### src/verilog/pcs_pkg.sv
// Constants and carrier types for the protection configuration switch groups.
// Assumes one 25 MHz system clock, a synchronous active-high reset and an
// AHB-Lite master that issues single word transfers only.
package pcs_pkg;

  localparam int NUM_STAGES = 7;
  localparam int NUM_LEDS   = 8;
  localparam int NUM_PHASES = 3;
  localparam int NUM_GROUPS = 4;

  // Stage order of the indication group.
  localparam int STG_LOW_OC   = 0;
  localparam int STG_HIGH_OC  = 1;
  localparam int STG_VHIGH_OC = 2;
  localparam int STG_LOW_EF   = 3;
  localparam int STG_HIGH_EF  = 4;
  localparam int STG_DISC     = 5;
  localparam int STG_THERMAL  = 6;

  // Stages whose starting phases are reported in latching mode.
  localparam logic [6:0] PHASE_REPORT_MASK = 7'h55;

  // Field positions of the inhibit group.
  localparam int INH_HIGH_OC  = 0;
  localparam int INH_VHIGH_OC = 1;
  localparam int INH_HIGH_EF  = 2;
  localparam int INH_DISC     = 3;
  localparam int INH_THERMAL  = 4;
  localparam int INH_ARC      = 5;
  localparam int INH_LIGHT    = 6;

  // Field positions of the interaction option group.
  localparam int OPT_DBL_HIGH_OC   = 0;
  localparam int OPT_HOC_BLK_INV   = 1;
  localparam int OPT_VHOC_BLK_INV  = 2;
  localparam int OPT_DBL_HIGH_EF   = 3;
  localparam int OPT_HEF_BLK_INV   = 4;
  localparam int OPT_ARC_BLK_LIGHT = 5;

  // Reset values.
  localparam logic [6:0] MODE_RST = 7'h00;
  localparam logic [6:0] INH_RST  = 7'h78;
  localparam logic [5:0] OPT_RST  = 6'h00;
  localparam logic [7:0] LED_RST  = 8'h00;
  localparam logic [7:0] CHK_RST [NUM_GROUPS] = '{8'h00, 8'h78, 8'h00, 8'h00};

  // Byte addresses of the registers.
  localparam logic [7:0] ADDR_MODE   = 8'h00;
  localparam logic [7:0] ADDR_INH    = 8'h04;
  localparam logic [7:0] ADDR_OPT    = 8'h08;
  localparam logic [7:0] ADDR_LED    = 8'h0C;
  localparam logic [7:0] ADDR_CHK    = 8'h10;
  localparam logic [7:0] ADDR_CTRL   = 8'h20;
  localparam logic [7:0] ADDR_STATE  = 8'h24;
  localparam logic [7:0] ADDR_IRQ_ST = 8'h28;
  localparam logic [7:0] ADDR_IRQ_MK = 8'h2C;
  localparam logic [7:0] ADDR_PHASE  = 8'h30;

  // Control and interrupt fields.
  localparam int CTRL_CLEAR    = 0;
  localparam int NUM_EVENTS    = 4;
  localparam int EV_START      = 0;
  localparam int EV_LIGHT      = 1;
  localparam int EV_CHK_BAD    = 2;
  localparam int EV_CLEARED    = 3;

  // Field positions of the state register.
  localparam int ST_IND_LSB    = 0;
  localparam int ST_LED_LSB    = 8;
  localparam int ST_LIGHT      = 16;
  localparam int ST_CHK_OK_LSB = 20;

  localparam logic [1:0] HTRANS_NONSEQ = 2'h2;

  typedef struct packed {
    logic [6:0]      stage_start;
    logic [6:0][2:0] stage_phase;
    logic            inrush;
    logic            arc_trip;
    logic            light_request;
    logic [7:0]      led_signal;
    logic            front_panel_clear;
    logic            serial_clear;
  } pcs_prot_in_type;

  typedef struct packed {
    logic [6:0]      indication;
    logic [6:0][2:0] phase_display;
    logic [7:0]      programmable_indicator;
    logic [5:0]      stage_inhibit;
    logic            light_out;
    logic            double_high_oc;
    logic            double_high_ef;
    logic            block_low_oc_inverse;
    logic            block_low_ef_inverse;
  } pcs_prot_out_type;

endpackage : pcs_pkg

### src/verilog/pcs_switchgroups.sv
// Switch group registers with the indication, LED and light output logic.
// Protection inputs come from logic on the same clock; only the digital
// clear input arrives from a pin and is synchronised here.
`timescale 1ns/1ps
module pcs_switchgroups (
  // Clock and reset
  input  wire logic                  clk,
  input  wire logic                  srst,
  // AHB-Lite slave
  input  wire logic                  hsel,
  input  wire logic [31:0]           haddr,
  input  wire logic [1:0]            htrans,
  input  wire logic                  hwrite,
  input  wire logic [2:0]            hsize,
  input  wire logic [31:0]           hwdata,
  input  wire logic                  hready,
  output logic      [31:0]           hrdata,
  output logic                       hreadyout,
  output logic                       hresp,
  // Protection side
  input  wire pcs_pkg::pcs_prot_in_type  prot_in,
  input  wire logic                  digital_clear_pin,
  output pcs_pkg::pcs_prot_out_type  prot_out,
  // Interrupt
  output logic                       irq
);

  typedef struct packed {
    logic [6:0]       mode;
    logic [6:0]       inhibit;
    logic [5:0]       options;
    logic [7:0]       led_latch;
    logic [3:0][7:0]  checksum;
    logic [3:0]       irq_status;
    logic [3:0]       irq_mask;
    logic             sw_clear;
    logic [1:0]       di_sync;
    logic             wr_pend;
    logic             rd_pend;
    logic [7:0]       addr;
    logic [31:0]      rdata;
    logic             ready;
    logic             resp;
    logic             irq;
    logic [3:0]       chk_ok;
    pcs_pkg::pcs_prot_out_type out;
  } pcs_state_type;

  pcs_state_type st_reg;
  pcs_state_type st_next;

  // Weighted switch sum: switch k (from 1) contributes 2**(k-1).
  function automatic logic [7:0] pcs_weighted_sum(input logic [7:0] sw);
    logic [7:0] acc;
    acc = 8'h00;
    for (int k = 0; k < 8; k++) begin
      if (sw[k]) begin
        acc = acc + (8'h01 << k);
      end
    end
    return acc;
  endfunction : pcs_weighted_sum

  function automatic logic [31:0] pcs_read(input pcs_state_type s, input logic [7:0] a);
    logic [31:0] d;
    d = 32'h0000_0000;
    unique case (a)
      pcs_pkg::ADDR_MODE:        d[6:0] = s.mode;
      pcs_pkg::ADDR_INH:         d[6:0] = s.inhibit;
      pcs_pkg::ADDR_OPT:         d[5:0] = s.options;
      pcs_pkg::ADDR_LED:         d[7:0] = s.led_latch;
      pcs_pkg::ADDR_CHK:         d[7:0] = s.checksum[0];
      pcs_pkg::ADDR_CHK + 8'h04: d[7:0] = s.checksum[1];
      pcs_pkg::ADDR_CHK + 8'h08: d[7:0] = s.checksum[2];
      pcs_pkg::ADDR_CHK + 8'h0C: d[7:0] = s.checksum[3];
      pcs_pkg::ADDR_STATE: begin
        d[pcs_pkg::ST_IND_LSB +: 7]    = s.out.indication;
        d[pcs_pkg::ST_LED_LSB +: 8]    = s.out.programmable_indicator;
        d[pcs_pkg::ST_LIGHT]           = s.out.light_out;
        d[pcs_pkg::ST_CHK_OK_LSB +: 4] = s.chk_ok;
      end
      pcs_pkg::ADDR_IRQ_ST:      d[3:0] = s.irq_status;
      pcs_pkg::ADDR_IRQ_MK:      d[3:0] = s.irq_mask;
      pcs_pkg::ADDR_PHASE:       d[20:0] = s.out.phase_display;
      default:                   d = 32'h0000_0000;
    endcase
    return d;
  endfunction : pcs_read

  always_comb begin
    logic [6:0]      start_eff;
    logic [6:0]      stage_off;
    logic            clear_req;
    logic            light_blk;
    logic [3:0]      events;
    logic [3:0]      w1c;
    logic [7:0]      sums [4];
    logic            take;
    st_next   = st_reg;
    start_eff = 7'h00;
    stage_off = 7'h00;
    clear_req = 1'b0;
    light_blk = 1'b0;
    events    = 4'h0;
    sums      = '{default: 8'h00};
    take      = 1'b0;
    w1c       = 4'h0;
    st_next.sw_clear = 1'b0;

    // Pin input passes two flip-flops; only the second is read below.
    st_next.di_sync = {st_reg.di_sync[0], digital_clear_pin};

    // Bus data phase of a write: stored at this edge, effective next cycle.
    if (st_reg.wr_pend) begin
      unique case (st_reg.addr)
        pcs_pkg::ADDR_MODE:        st_next.mode      = hwdata[6:0];
        pcs_pkg::ADDR_INH:         st_next.inhibit   = hwdata[6:0];
        pcs_pkg::ADDR_OPT:         st_next.options   = hwdata[5:0];
        pcs_pkg::ADDR_LED:         st_next.led_latch = hwdata[7:0];
        pcs_pkg::ADDR_CHK:         st_next.checksum[0] = hwdata[7:0];
        pcs_pkg::ADDR_CHK + 8'h04: st_next.checksum[1] = hwdata[7:0];
        pcs_pkg::ADDR_CHK + 8'h08: st_next.checksum[2] = hwdata[7:0];
        pcs_pkg::ADDR_CHK + 8'h0C: st_next.checksum[3] = hwdata[7:0];
        pcs_pkg::ADDR_CTRL:        st_next.sw_clear  = hwdata[pcs_pkg::CTRL_CLEAR];
        pcs_pkg::ADDR_IRQ_ST:      w1c = hwdata[3:0];
        pcs_pkg::ADDR_IRQ_MK:      st_next.irq_mask  = hwdata[3:0];
        default: ;
      endcase
    end

    // Address phase. Reads take one wait state so that the data reflect
    // a write whose data phase overlaps this address phase.
    take = hsel && hready && (htrans == pcs_pkg::HTRANS_NONSEQ);
    st_next.wr_pend = take && hwrite;
    st_next.rd_pend = take && !hwrite;
    st_next.ready   = !(take && !hwrite);
    if (take) begin
      st_next.addr = haddr[7:0];
    end
    if (st_reg.rd_pend) begin
      st_next.rdata = pcs_read(st_reg, st_reg.addr);
    end

    // Any of the clear sources serves all latched indications and LEDs.
    clear_req = prot_in.front_panel_clear | prot_in.serial_clear
              | st_reg.di_sync[1] | st_reg.sw_clear;

    // Starts of inhibited stages are ignored.
    stage_off = 7'h00;
    stage_off[pcs_pkg::STG_HIGH_OC]  = st_reg.inhibit[pcs_pkg::INH_HIGH_OC];
    stage_off[pcs_pkg::STG_VHIGH_OC] = st_reg.inhibit[pcs_pkg::INH_VHIGH_OC];
    stage_off[pcs_pkg::STG_HIGH_EF]  = st_reg.inhibit[pcs_pkg::INH_HIGH_EF];
    stage_off[pcs_pkg::STG_DISC]     = st_reg.inhibit[pcs_pkg::INH_DISC];
    stage_off[pcs_pkg::STG_THERMAL]  = st_reg.inhibit[pcs_pkg::INH_THERMAL];
    start_eff = prot_in.stage_start & ~stage_off;
    st_next.out.stage_inhibit = st_reg.inhibit[5:0];

    // A live start always wins over a clear in the same cycle.
    st_next.out.indication = start_eff
      | (st_reg.mode & st_reg.out.indication & {7{!clear_req}});

    for (int i = 0; i < pcs_pkg::NUM_STAGES; i++) begin
      if (st_reg.mode[i] && pcs_pkg::PHASE_REPORT_MASK[i]) begin
        st_next.out.phase_display[i] =
          (clear_req ? 3'h0 : st_reg.out.phase_display[i])
          | (start_eff[i] ? prot_in.stage_phase[i] : 3'h0);
      end else begin
        st_next.out.phase_display[i] = 3'h0;
      end
    end

    st_next.out.programmable_indicator = prot_in.led_signal
      | (st_reg.led_latch & st_reg.out.programmable_indicator
         & {8{!clear_req}});

    // Inrush doubling follows the live inrush input; inverse-time blocking follows the live starts.
    st_next.out.double_high_oc = prot_in.inrush
      & st_reg.options[pcs_pkg::OPT_DBL_HIGH_OC];
    st_next.out.double_high_ef = prot_in.inrush
      & st_reg.options[pcs_pkg::OPT_DBL_HIGH_EF];
    st_next.out.block_low_oc_inverse =
      (st_reg.options[pcs_pkg::OPT_HOC_BLK_INV] & start_eff[pcs_pkg::STG_HIGH_OC])
      | (st_reg.options[pcs_pkg::OPT_VHOC_BLK_INV] & start_eff[pcs_pkg::STG_VHIGH_OC]);
    st_next.out.block_low_ef_inverse =
      st_reg.options[pcs_pkg::OPT_HEF_BLK_INV] & start_eff[pcs_pkg::STG_HIGH_EF];

    // An inhibited arc stage cannot trip, so it cannot block the light output.
    light_blk = st_reg.options[pcs_pkg::OPT_ARC_BLK_LIGHT]
      & prot_in.arc_trip & !st_reg.inhibit[pcs_pkg::INH_ARC];
    st_next.out.light_out = prot_in.light_request & !light_blk
      & !st_reg.inhibit[pcs_pkg::INH_LIGHT];

    // Group validity against the stored checksums.
    sums[0] = pcs_weighted_sum({1'b0, st_reg.mode});
    sums[1] = pcs_weighted_sum({1'b0, st_reg.inhibit});
    sums[2] = pcs_weighted_sum({2'b00, st_reg.options});
    sums[3] = pcs_weighted_sum(st_reg.led_latch);
    for (int g = 0; g < pcs_pkg::NUM_GROUPS; g++) begin
      st_next.chk_ok[g] = (sums[g] == st_reg.checksum[g]);
    end

    // Events; a set in the cycle of its write-one-to-clear wins.
    events = 4'h0;
    events[pcs_pkg::EV_START]   = |(start_eff & ~st_reg.out.indication);
    events[pcs_pkg::EV_LIGHT]   = st_next.out.light_out & !st_reg.out.light_out;
    events[pcs_pkg::EV_CHK_BAD] = !(&st_reg.chk_ok);
    events[pcs_pkg::EV_CLEARED] = clear_req;
    st_next.irq_status = (st_reg.irq_status & ~w1c) | events;
    st_next.irq = |(st_next.irq_status & st_next.irq_mask);
  end

  always_ff @(posedge clk) begin
    if (srst) begin
      st_reg.mode      <= pcs_pkg::MODE_RST;
      st_reg.inhibit   <= pcs_pkg::INH_RST;
      st_reg.options   <= pcs_pkg::OPT_RST;
      st_reg.led_latch <= pcs_pkg::LED_RST;
      for (int g = 0; g < pcs_pkg::NUM_GROUPS; g++) begin
        st_reg.checksum[g] <= pcs_pkg::CHK_RST[g];
      end
      st_reg.irq_status <= 4'h0;
      st_reg.irq_mask   <= 4'h0;
      st_reg.sw_clear   <= 1'b0;
      st_reg.di_sync    <= 2'h0;
      st_reg.wr_pend    <= 1'b0;
      st_reg.rd_pend    <= 1'b0;
      st_reg.addr       <= 8'h00;
      st_reg.rdata      <= 32'h0000_0000;
      st_reg.ready      <= 1'b1;
      st_reg.resp       <= 1'b0;
      st_reg.irq        <= 1'b0;
      st_reg.chk_ok     <= 4'hF;
      st_reg.out        <= '0;
    end else begin
      st_reg <= st_next;
    end
  end

  assign hrdata    = st_reg.rdata;
  assign hreadyout = st_reg.ready;
  assign hresp     = st_reg.resp;
  assign prot_out  = st_reg.out;
  assign irq       = st_reg.irq;

endmodule : pcs_switchgroups

### config.mk
export PLATFORM = sky130hd
export DESIGN_NAME = pcs_switchgroups
export DESIGN_NICKNAME = d
export VERILOG_FILES = /design/src/verilog/pcs_pkg.sv /design/src/verilog/pcs_switchgroups.sv
export SDC_FILE = /design/constraint.sdc
export NUM_CORES = 1
export LEC_CHECK = 0
export ABC_AREA = 1
export BUFFER_PORTS_ARGS = -buffer_cell sky130_fd_sc_hd__clkbuf_2
export CAP_MARGIN = 5
export CORE_MARGIN = 4
export CORE_UTILIZATION = 45
export DETAILED_ROUTE_END_ITERATION = 7
export PLACE_DENSITY_LB_ADDON = 0.3
export SYNTH_ARGS = -nofsm -noshare
export SYNTH_HDL_FRONTEND = slang
export SYNTH_SLANG_ARGS = --single-unit
### constraint.sdc
create_clock -name clk -period 1.7 [get_ports clk]
set_input_delay 0 -clock clk [delete_from_list [all_inputs] [get_ports clk]]
set_output_delay 0 -clock clk [all_outputs]
set_load 0.01 [all_outputs]
==> results of run 1 <==
## routing by layer
| metal | up-vias | routed length (um) |
|---|---|---|
| met5 | - | 0 |
| met3 | 47 | 1966 |
| li1 | 3384 | - |
| met1 | 3214 | 9813 |
| met2 | 325 | 10060 |
| met4 | 0 | 772 |
## metrics by stage
stage                     hold slack (ns)  util [%]  cell area, um2  power, mW
after floorplan                   0.09229         -            7216      3.959
after global placement             0.1972     49.29            7576      4.124
after detailed placement           0.2035     49.29            7576      4.128
after CTS                         0.01054     56.68            8712      8.020
after global routing              0.04504     57.83            8890      8.254
final                             0.02598     57.83            8890      8.038
## power breakdown
part	switching, mW	leakage (nW)	internal (mW)	total, mW
sequential	0.0346	1.20	3.51	3.55
combinational	0.391	2.44	0.254	0.645
clock	1.52	0.285	2.33	3.85
total	1.95	3.92	6.09	8.04
## worst max-delay path: cells and delay by family (launching register included)
kind	cells	cell delay (ns)
buffers and inverters	1	0.18
DFF	1	0.33
and+or+nand+nor	5	0.85
AOI/OAI and AO/OA	1	0.18
## logic make-up (layout without fill, tap and decap cells)
group | after synthesis | after routing | share of synthesized area [%]
AND/OR/NAND/NOR | 420 | 422 | 26.27
buffers and inverters | 210 | 342 | 16.02
AO/OA/AOI/OAI | 192 | 192 | 14.74
flip-flops | 148 | 148 | 41.45
XOR/XNOR | 12 | 12 | 1.470
other | 1 | 19 | 0.05246
## layout make-up
| cell class | count | area (um2) | share of cell area [%] |
|---|---|---|---|
| Multi-Input combinational cell | 645 | 3168 | 35.64 |
| Tap cell | 211 | 264.0 | 2.970 |
| Inverter | 91 | 347.8 | 3.913 |
| Clock buffer | 22 | 484.2 | 5.447 |
| Timing Repair Buffer | 219 | 1539 | 17.31 |
| Sequential cell | 148 | 2965 | 33.36 |
| Clock inverter | 10 | 121.4 | 1.365 |
## repair_timing
action / 4_1_cts / 5_1_grt
endpoints found under the setup margin: 0 / 30
resized for setup: 0 / 22
setup buffers: 0 / 12
endpoints found under the hold margin: 62 / 0
hold buffers: 53 / 0
## Yosys cell counts, types with 3 or more instances
cell and instances:
o21ai_1 7, nor2_4 7, a211oi_1 3, a211oi_2 3, inv_1 82, dfxtp_1 148, buf_4 88, xnor2_1 6
nand4_1 4, nor2_2 5, nor2_1 81, or2_2 4, nand2_1 201, o21ai_0 66, a21oi_1 91, nand3_1 93
xor2_1 6, buf_2 8, inv_2 7, o211ai_1 7, clkbuf_1 19, nor3_1 7, nand2_2 9, o31ai_1 4
## worst min path at each step
stage,end,cells past startpoint
2_1_floorplan,st_reg[94],1
3_3_place_gp,st_next[97],3
3_5_place_dp,st_next[97],3
4_1_cts,st_reg[115],4
5_1_grt,st_reg[130],4
6_report,st_reg[115],4
==> flow_summary.yaml, run 1 <==
clock_network:
  ctsHtreeMaxLevel: 4
  cts_tree: "yes"
  cts_buffer_depth: 2
  cts.clk_slew.worst_paths_ns: 0.06
  clock_latency_ns: 0.43
  cts_made_buffers: 17
  numClockSinks: 148
  root_buffer: "clkbuf_16"
grt:
  grt_max_degree: 60
  grt_pass1_wl_mm: 33.97
  grt_remaining_overflow: 0
  use_met2_pct: 37.56
  grt.busiest_layer: "met2"
  grt_pass1_vias: 6373
  grt_usage_pct: 24.31
  antenna_found_initial: 0
  use_met3_pct: 6.677
  met1_usage_pct: 31.98
placed_design:
  hpwl_mm: 15.82
  io_buffers: 118
  placed_cells_incl_taps: 1247
  routabilityCongestion: 0.9620
  pre_cts_ws_ns: 0.02306
pwr:
  ir_drop_mv: 0.6806
  cellLeakagePower_nw: 3.921
  power.density_mw_per_mm2: 904.2
route:
  wl_mm: 22.61
  wl_per_cell_um: 16.80
  ant_nets: 0
  drc: 0
  vias: 6970
  dr.pass1.iters: 5
  drt_iter0_drc: 579
  viasPerCell: 5.178
timing:
  fmax_mhz: 600.7
  rsz0062_at_grt: "true"
  setup_ws_ns: 0.03529
  period_needed_ns: 1.665
  fin_skew_ns: 0.008354
  setup-tns-final_ns: 0
  setup_viol: 0
  hold_viol: 0
  slew_viol_final: 0
  fin_crit_sh_pct: 97.92
yosys:
  async_reset_ff_share_pct: 0
  synth_top_area_share_pct: 41.45
  synth_largest_area_cell: "dfxtp_1"
  synth-main-ff-cell: "dfxtp_1"
  yosys_warnings: 0
  synth_cell_type_count: 44
  netlist_instances: 983
  synth_area_leaders: "dfxtp_1 41%, nand2_1 11%, buf_4 9.2%, nand3_1 6.5%, a21oi_1 6.4%"
  syn_area_per_cell_um2: 7.272
  synth_edf_count: 0
  synth_seq_cells: 148
  ys_seq_area_share_pct: 41.45
  syn_area_mm2: 0.007148
layout:
  largest_reg_flops: 78
  layout_common_cells: "198 x nand2_1, 146 x dfxtp_1, 118 x clkbuf_2"
  final_common_cell: "nand2_1"
  nFillCells: 1442
  syn_to_final_growth_pct: 24.37
  stdcell_count: 1346
  layout-drive-gt1-share_pct: 22.47
  nNetsFinal: 1238
  num_antenna_cells: 0
worst_setup_path:
  cp-start-kind: "flop"
  crit_start: "st_reg[92]"
  cp_max_fo: 8
  regToRegStartpoint: "st_reg[92]"
  crit_path_cell_trace: "nor2_2 > nand2_2 > nor2_4 > nand2_1 > buf_4 > o21ai_0 > nor2_1"
  cp_slowest_stage_delay_ns: 0.33
  r2r-end: "st_reg[164]"
  worstPathArrival_ns: 1.97
  rrSetupSlack_ns: 0.04
  rr_worst_depth: 7
  endpoint: "st_reg[164]"
  cp-end-kind: "flop"
  worst_path_max_delay_cell: "dfxtp_1"
  crit_type: "flop to flop"
  critical_path_required_ns: 2.01
hold_path:
  hold_path.class: "primary input to flop"
  min_from: "srst"
die:
  start_util_pct: 46.50
  io_pins: 198
  num_rows: 45
  die_area_mm2: 0.01797
  die_h_um: 134.0
  core_area_mm2: 0.01537
  dieWidth_um: 134.0
job:
  cap_viol_max_count: 0
status:
  outcome: "completed"
Note: power is estimated with default switching activity, not from simulation.
==> run 2, diff against run 1 <==
--- a/config.mk
+++ b/config.mk
@@ -11,7 +11,7 @@
 export CORE_MARGIN = 4
 export CORE_UTILIZATION = 45
 export DETAILED_ROUTE_END_ITERATION = 7
-export PLACE_DENSITY_LB_ADDON = 0.3
+export PLACE_DENSITY = 0.78
 export SYNTH_ARGS = -nofsm -noshare
 export SYNTH_HDL_FRONTEND = slang
 export SYNTH_SLANG_ARGS = --single-unit
==> run 2 against run 1 <==
Global-route usage is 0.15 points higher. Register-to-register slack gained 0.05 ns. Clock-buffer cell count is 2 lower. Die area unchanged. Clock power hardly changed. Power about the same. Routed wire length decreased by 0.68%. Cell count barely moved. Cell area fell by 0.39%. Clock skew increased by 0.0012 ns. Non-clock buffer count increased by 2. Setup slack improved by 0.046 ns. Largest cell class unchanged.
==> flow_summary.yaml, run 2 (synthesis gave the netlist of run 1 again) <==
worst_setup_path:
  cp_slowest_stage_delay_ns: 0.33
  worstPathArrival_ns: 1.98
  cp_max_fo: 9
  path_delay_family: "simple AND/OR/NAND/NOR gates"
  cp.buffers_inverters: 2
  worst_path_max_delay_cell: "dfxtp_1"
  cp-start-kind: "flop"
  crit_type: "flop to flop"
  cp-end-kind: "flop"
  crit_path_cell_trace: "inv_1 > nand2_2 > nor2_4 > buf_12 > nand3_1 > nand2_1 > nor2_1 > nand3_1 > nand2_1 > a21oi_1"
  critical_path_required_ns: 2.06
layout:
  fin_area_mm2: 0.008855
  final_common_cell: "nand2_1"
  syn_to_final_growth_pct: 23.88
  regArea_mm2: 0.002968
  multi_input_area_mm2: 0.003156
  nNetsFinal: 1240
  layout_common_cells: "199 x nand2_1, 144 x dfxtp_1, 118 x clkbuf_2"
  largest_reg_flops: 78
  nFillCells: 1405
  layout-drive-gt1-share_pct: 22.36
  num_antenna_cells: 0
clock_network:
  cts_buffer_depth: 2
  root_buffer: "clkbuf_16"
  cts_made_buffers: 17
  ctsHtreeMaxLevel: 4
  cts.clk_slew.worst_paths_ns: 0.07
  numClockSinks: 148
  clock_latency_ns: 0.43
  cts_tree: "yes"
route:
  vias: 7017
  wl_mm: 22.45
  ant_nets: 0
  drt_iter0_drc: 623
  drc: 0
  viasPerCell: 5.209
  wl_per_cell_um: 16.67
  dr.pass1.iters: 6
grt:
  grt_remaining_overflow: 0
  grt_pass1_vias: 6491
  grt_pass1_wl_mm: 34.33
  antenna_found_initial: 1
  grt_max_degree: 60
  grt_usage_pct: 24.46
job:
  cap_viol_max_count: 0
pwr:
  power.density_mw_per_mm2: 906.9
  ir_drop_mv: 0.7428
  cellLeakagePower_nw: 3.909
die:
  die_area_mm2: 0.01797
  io_pins: 198
  core_area_mm2: 0.01537
  dieWidth_um: 134.0
  start_util_pct: 46.50
  num_rows: 45
  die_h_um: 134.0
placed_design:
  routabilityCongestion: 0.9545
  io_buffers: 118
  placed_cell_area_mm2: 0.007594
  hpwl_mm: 15.91
timing:
  slew_viol_final: 0
  period_needed_ns: 1.619
  fin_skew_ns: 0.009552
  setup-tns-final_ns: 0
  fmax_mhz: 617.8
  setup_viol: 0
  hold_viol: 0
  fin_crit_sh_pct: 95.22
hold_path:
  hold_path.class: "primary input to flop"
status:
  outcome: "completed"
==> run 2: layout make-up <==
cell class,instances,share of cell area [%]
flip-flops and latches,148,33.52
clock buffers,20,5.045
well taps,211,2.981
inverters,91,3.928
multi-input cells,645,35.64
repair buffers,221,17.17
clock inverters,11,1.724
==> run 2: where the power goes <==
group          total [mW]  switching, mW  internal [mW]  leakage [nW]
Sequential           3.55         0.0346           3.51          1.20
Combinational       0.646          0.390          0.256          2.42
Clock                3.84           1.49           2.35         0.283
==> run 2: worst paths after layout <==
| check | start | end | slack (ns) | depth (start not counted) |
|---|---|---|---|---|
| min reg2reg | st_next[97] | st_reg[97] | 0.41 | 2 |
| max reg2reg | st_reg[91] | hrdata[5] | 0.08 | 10 |
| min | hwdata[3] | st_reg[110] | 0.006 | 4 |
| max | st_reg[91] | hrdata[5] | 0.08 | 10 |
==> run 2: layer usage <==
metal  vias to the layer above  track usage [%]  share of wire (%)
met3                        62            5.551                8.7
met5                         -                0                  0
met1                      3212            32.43                 42
met4                         0            9.785                3.5
met2                       351            38.80                 46
li1                       3392                -                  -
==> run 2: tightest hold or removal path, delay by kind of cell <==
kind / cells / cell delay, ns
AO/OA/AOI/OAI: 1 / 0.05
buffers and inverters: 2 / 0.27
AND/OR/NAND/NOR: 1 / 0.07
==> run 2: metrics by stage <==
stage / worst slack, ns / instances / util (%) / power [mW] / hold slack (ns)
floorplan: 0.3751 / 1001 / - / 3.959 / 0.09229
global placement: 0.06137 / 1251 / 49.40 / 4.129 / 0.2036
detailed placement: 0.03907 / 1251 / 49.40 / 4.135 / 0.2057
CTS: 0.02939 / 1333 / 56.62 / 8.010 / 0.004215
global route: -0.04198 / 1347 / 57.61 / 8.252 / 0.03365
finish: 0.08123 / 1347 / 57.61 / 8.031 / 0.006021
==> run 2: what timing repair did <==
item | in CTS | in global routing
endpoints found under the setup margin | 0 | 22
hold endpoints to repair | 50 | 0
resized for setup | 0 | 16
setup buffers | 0 | 12
hold buffers | 51 | 0
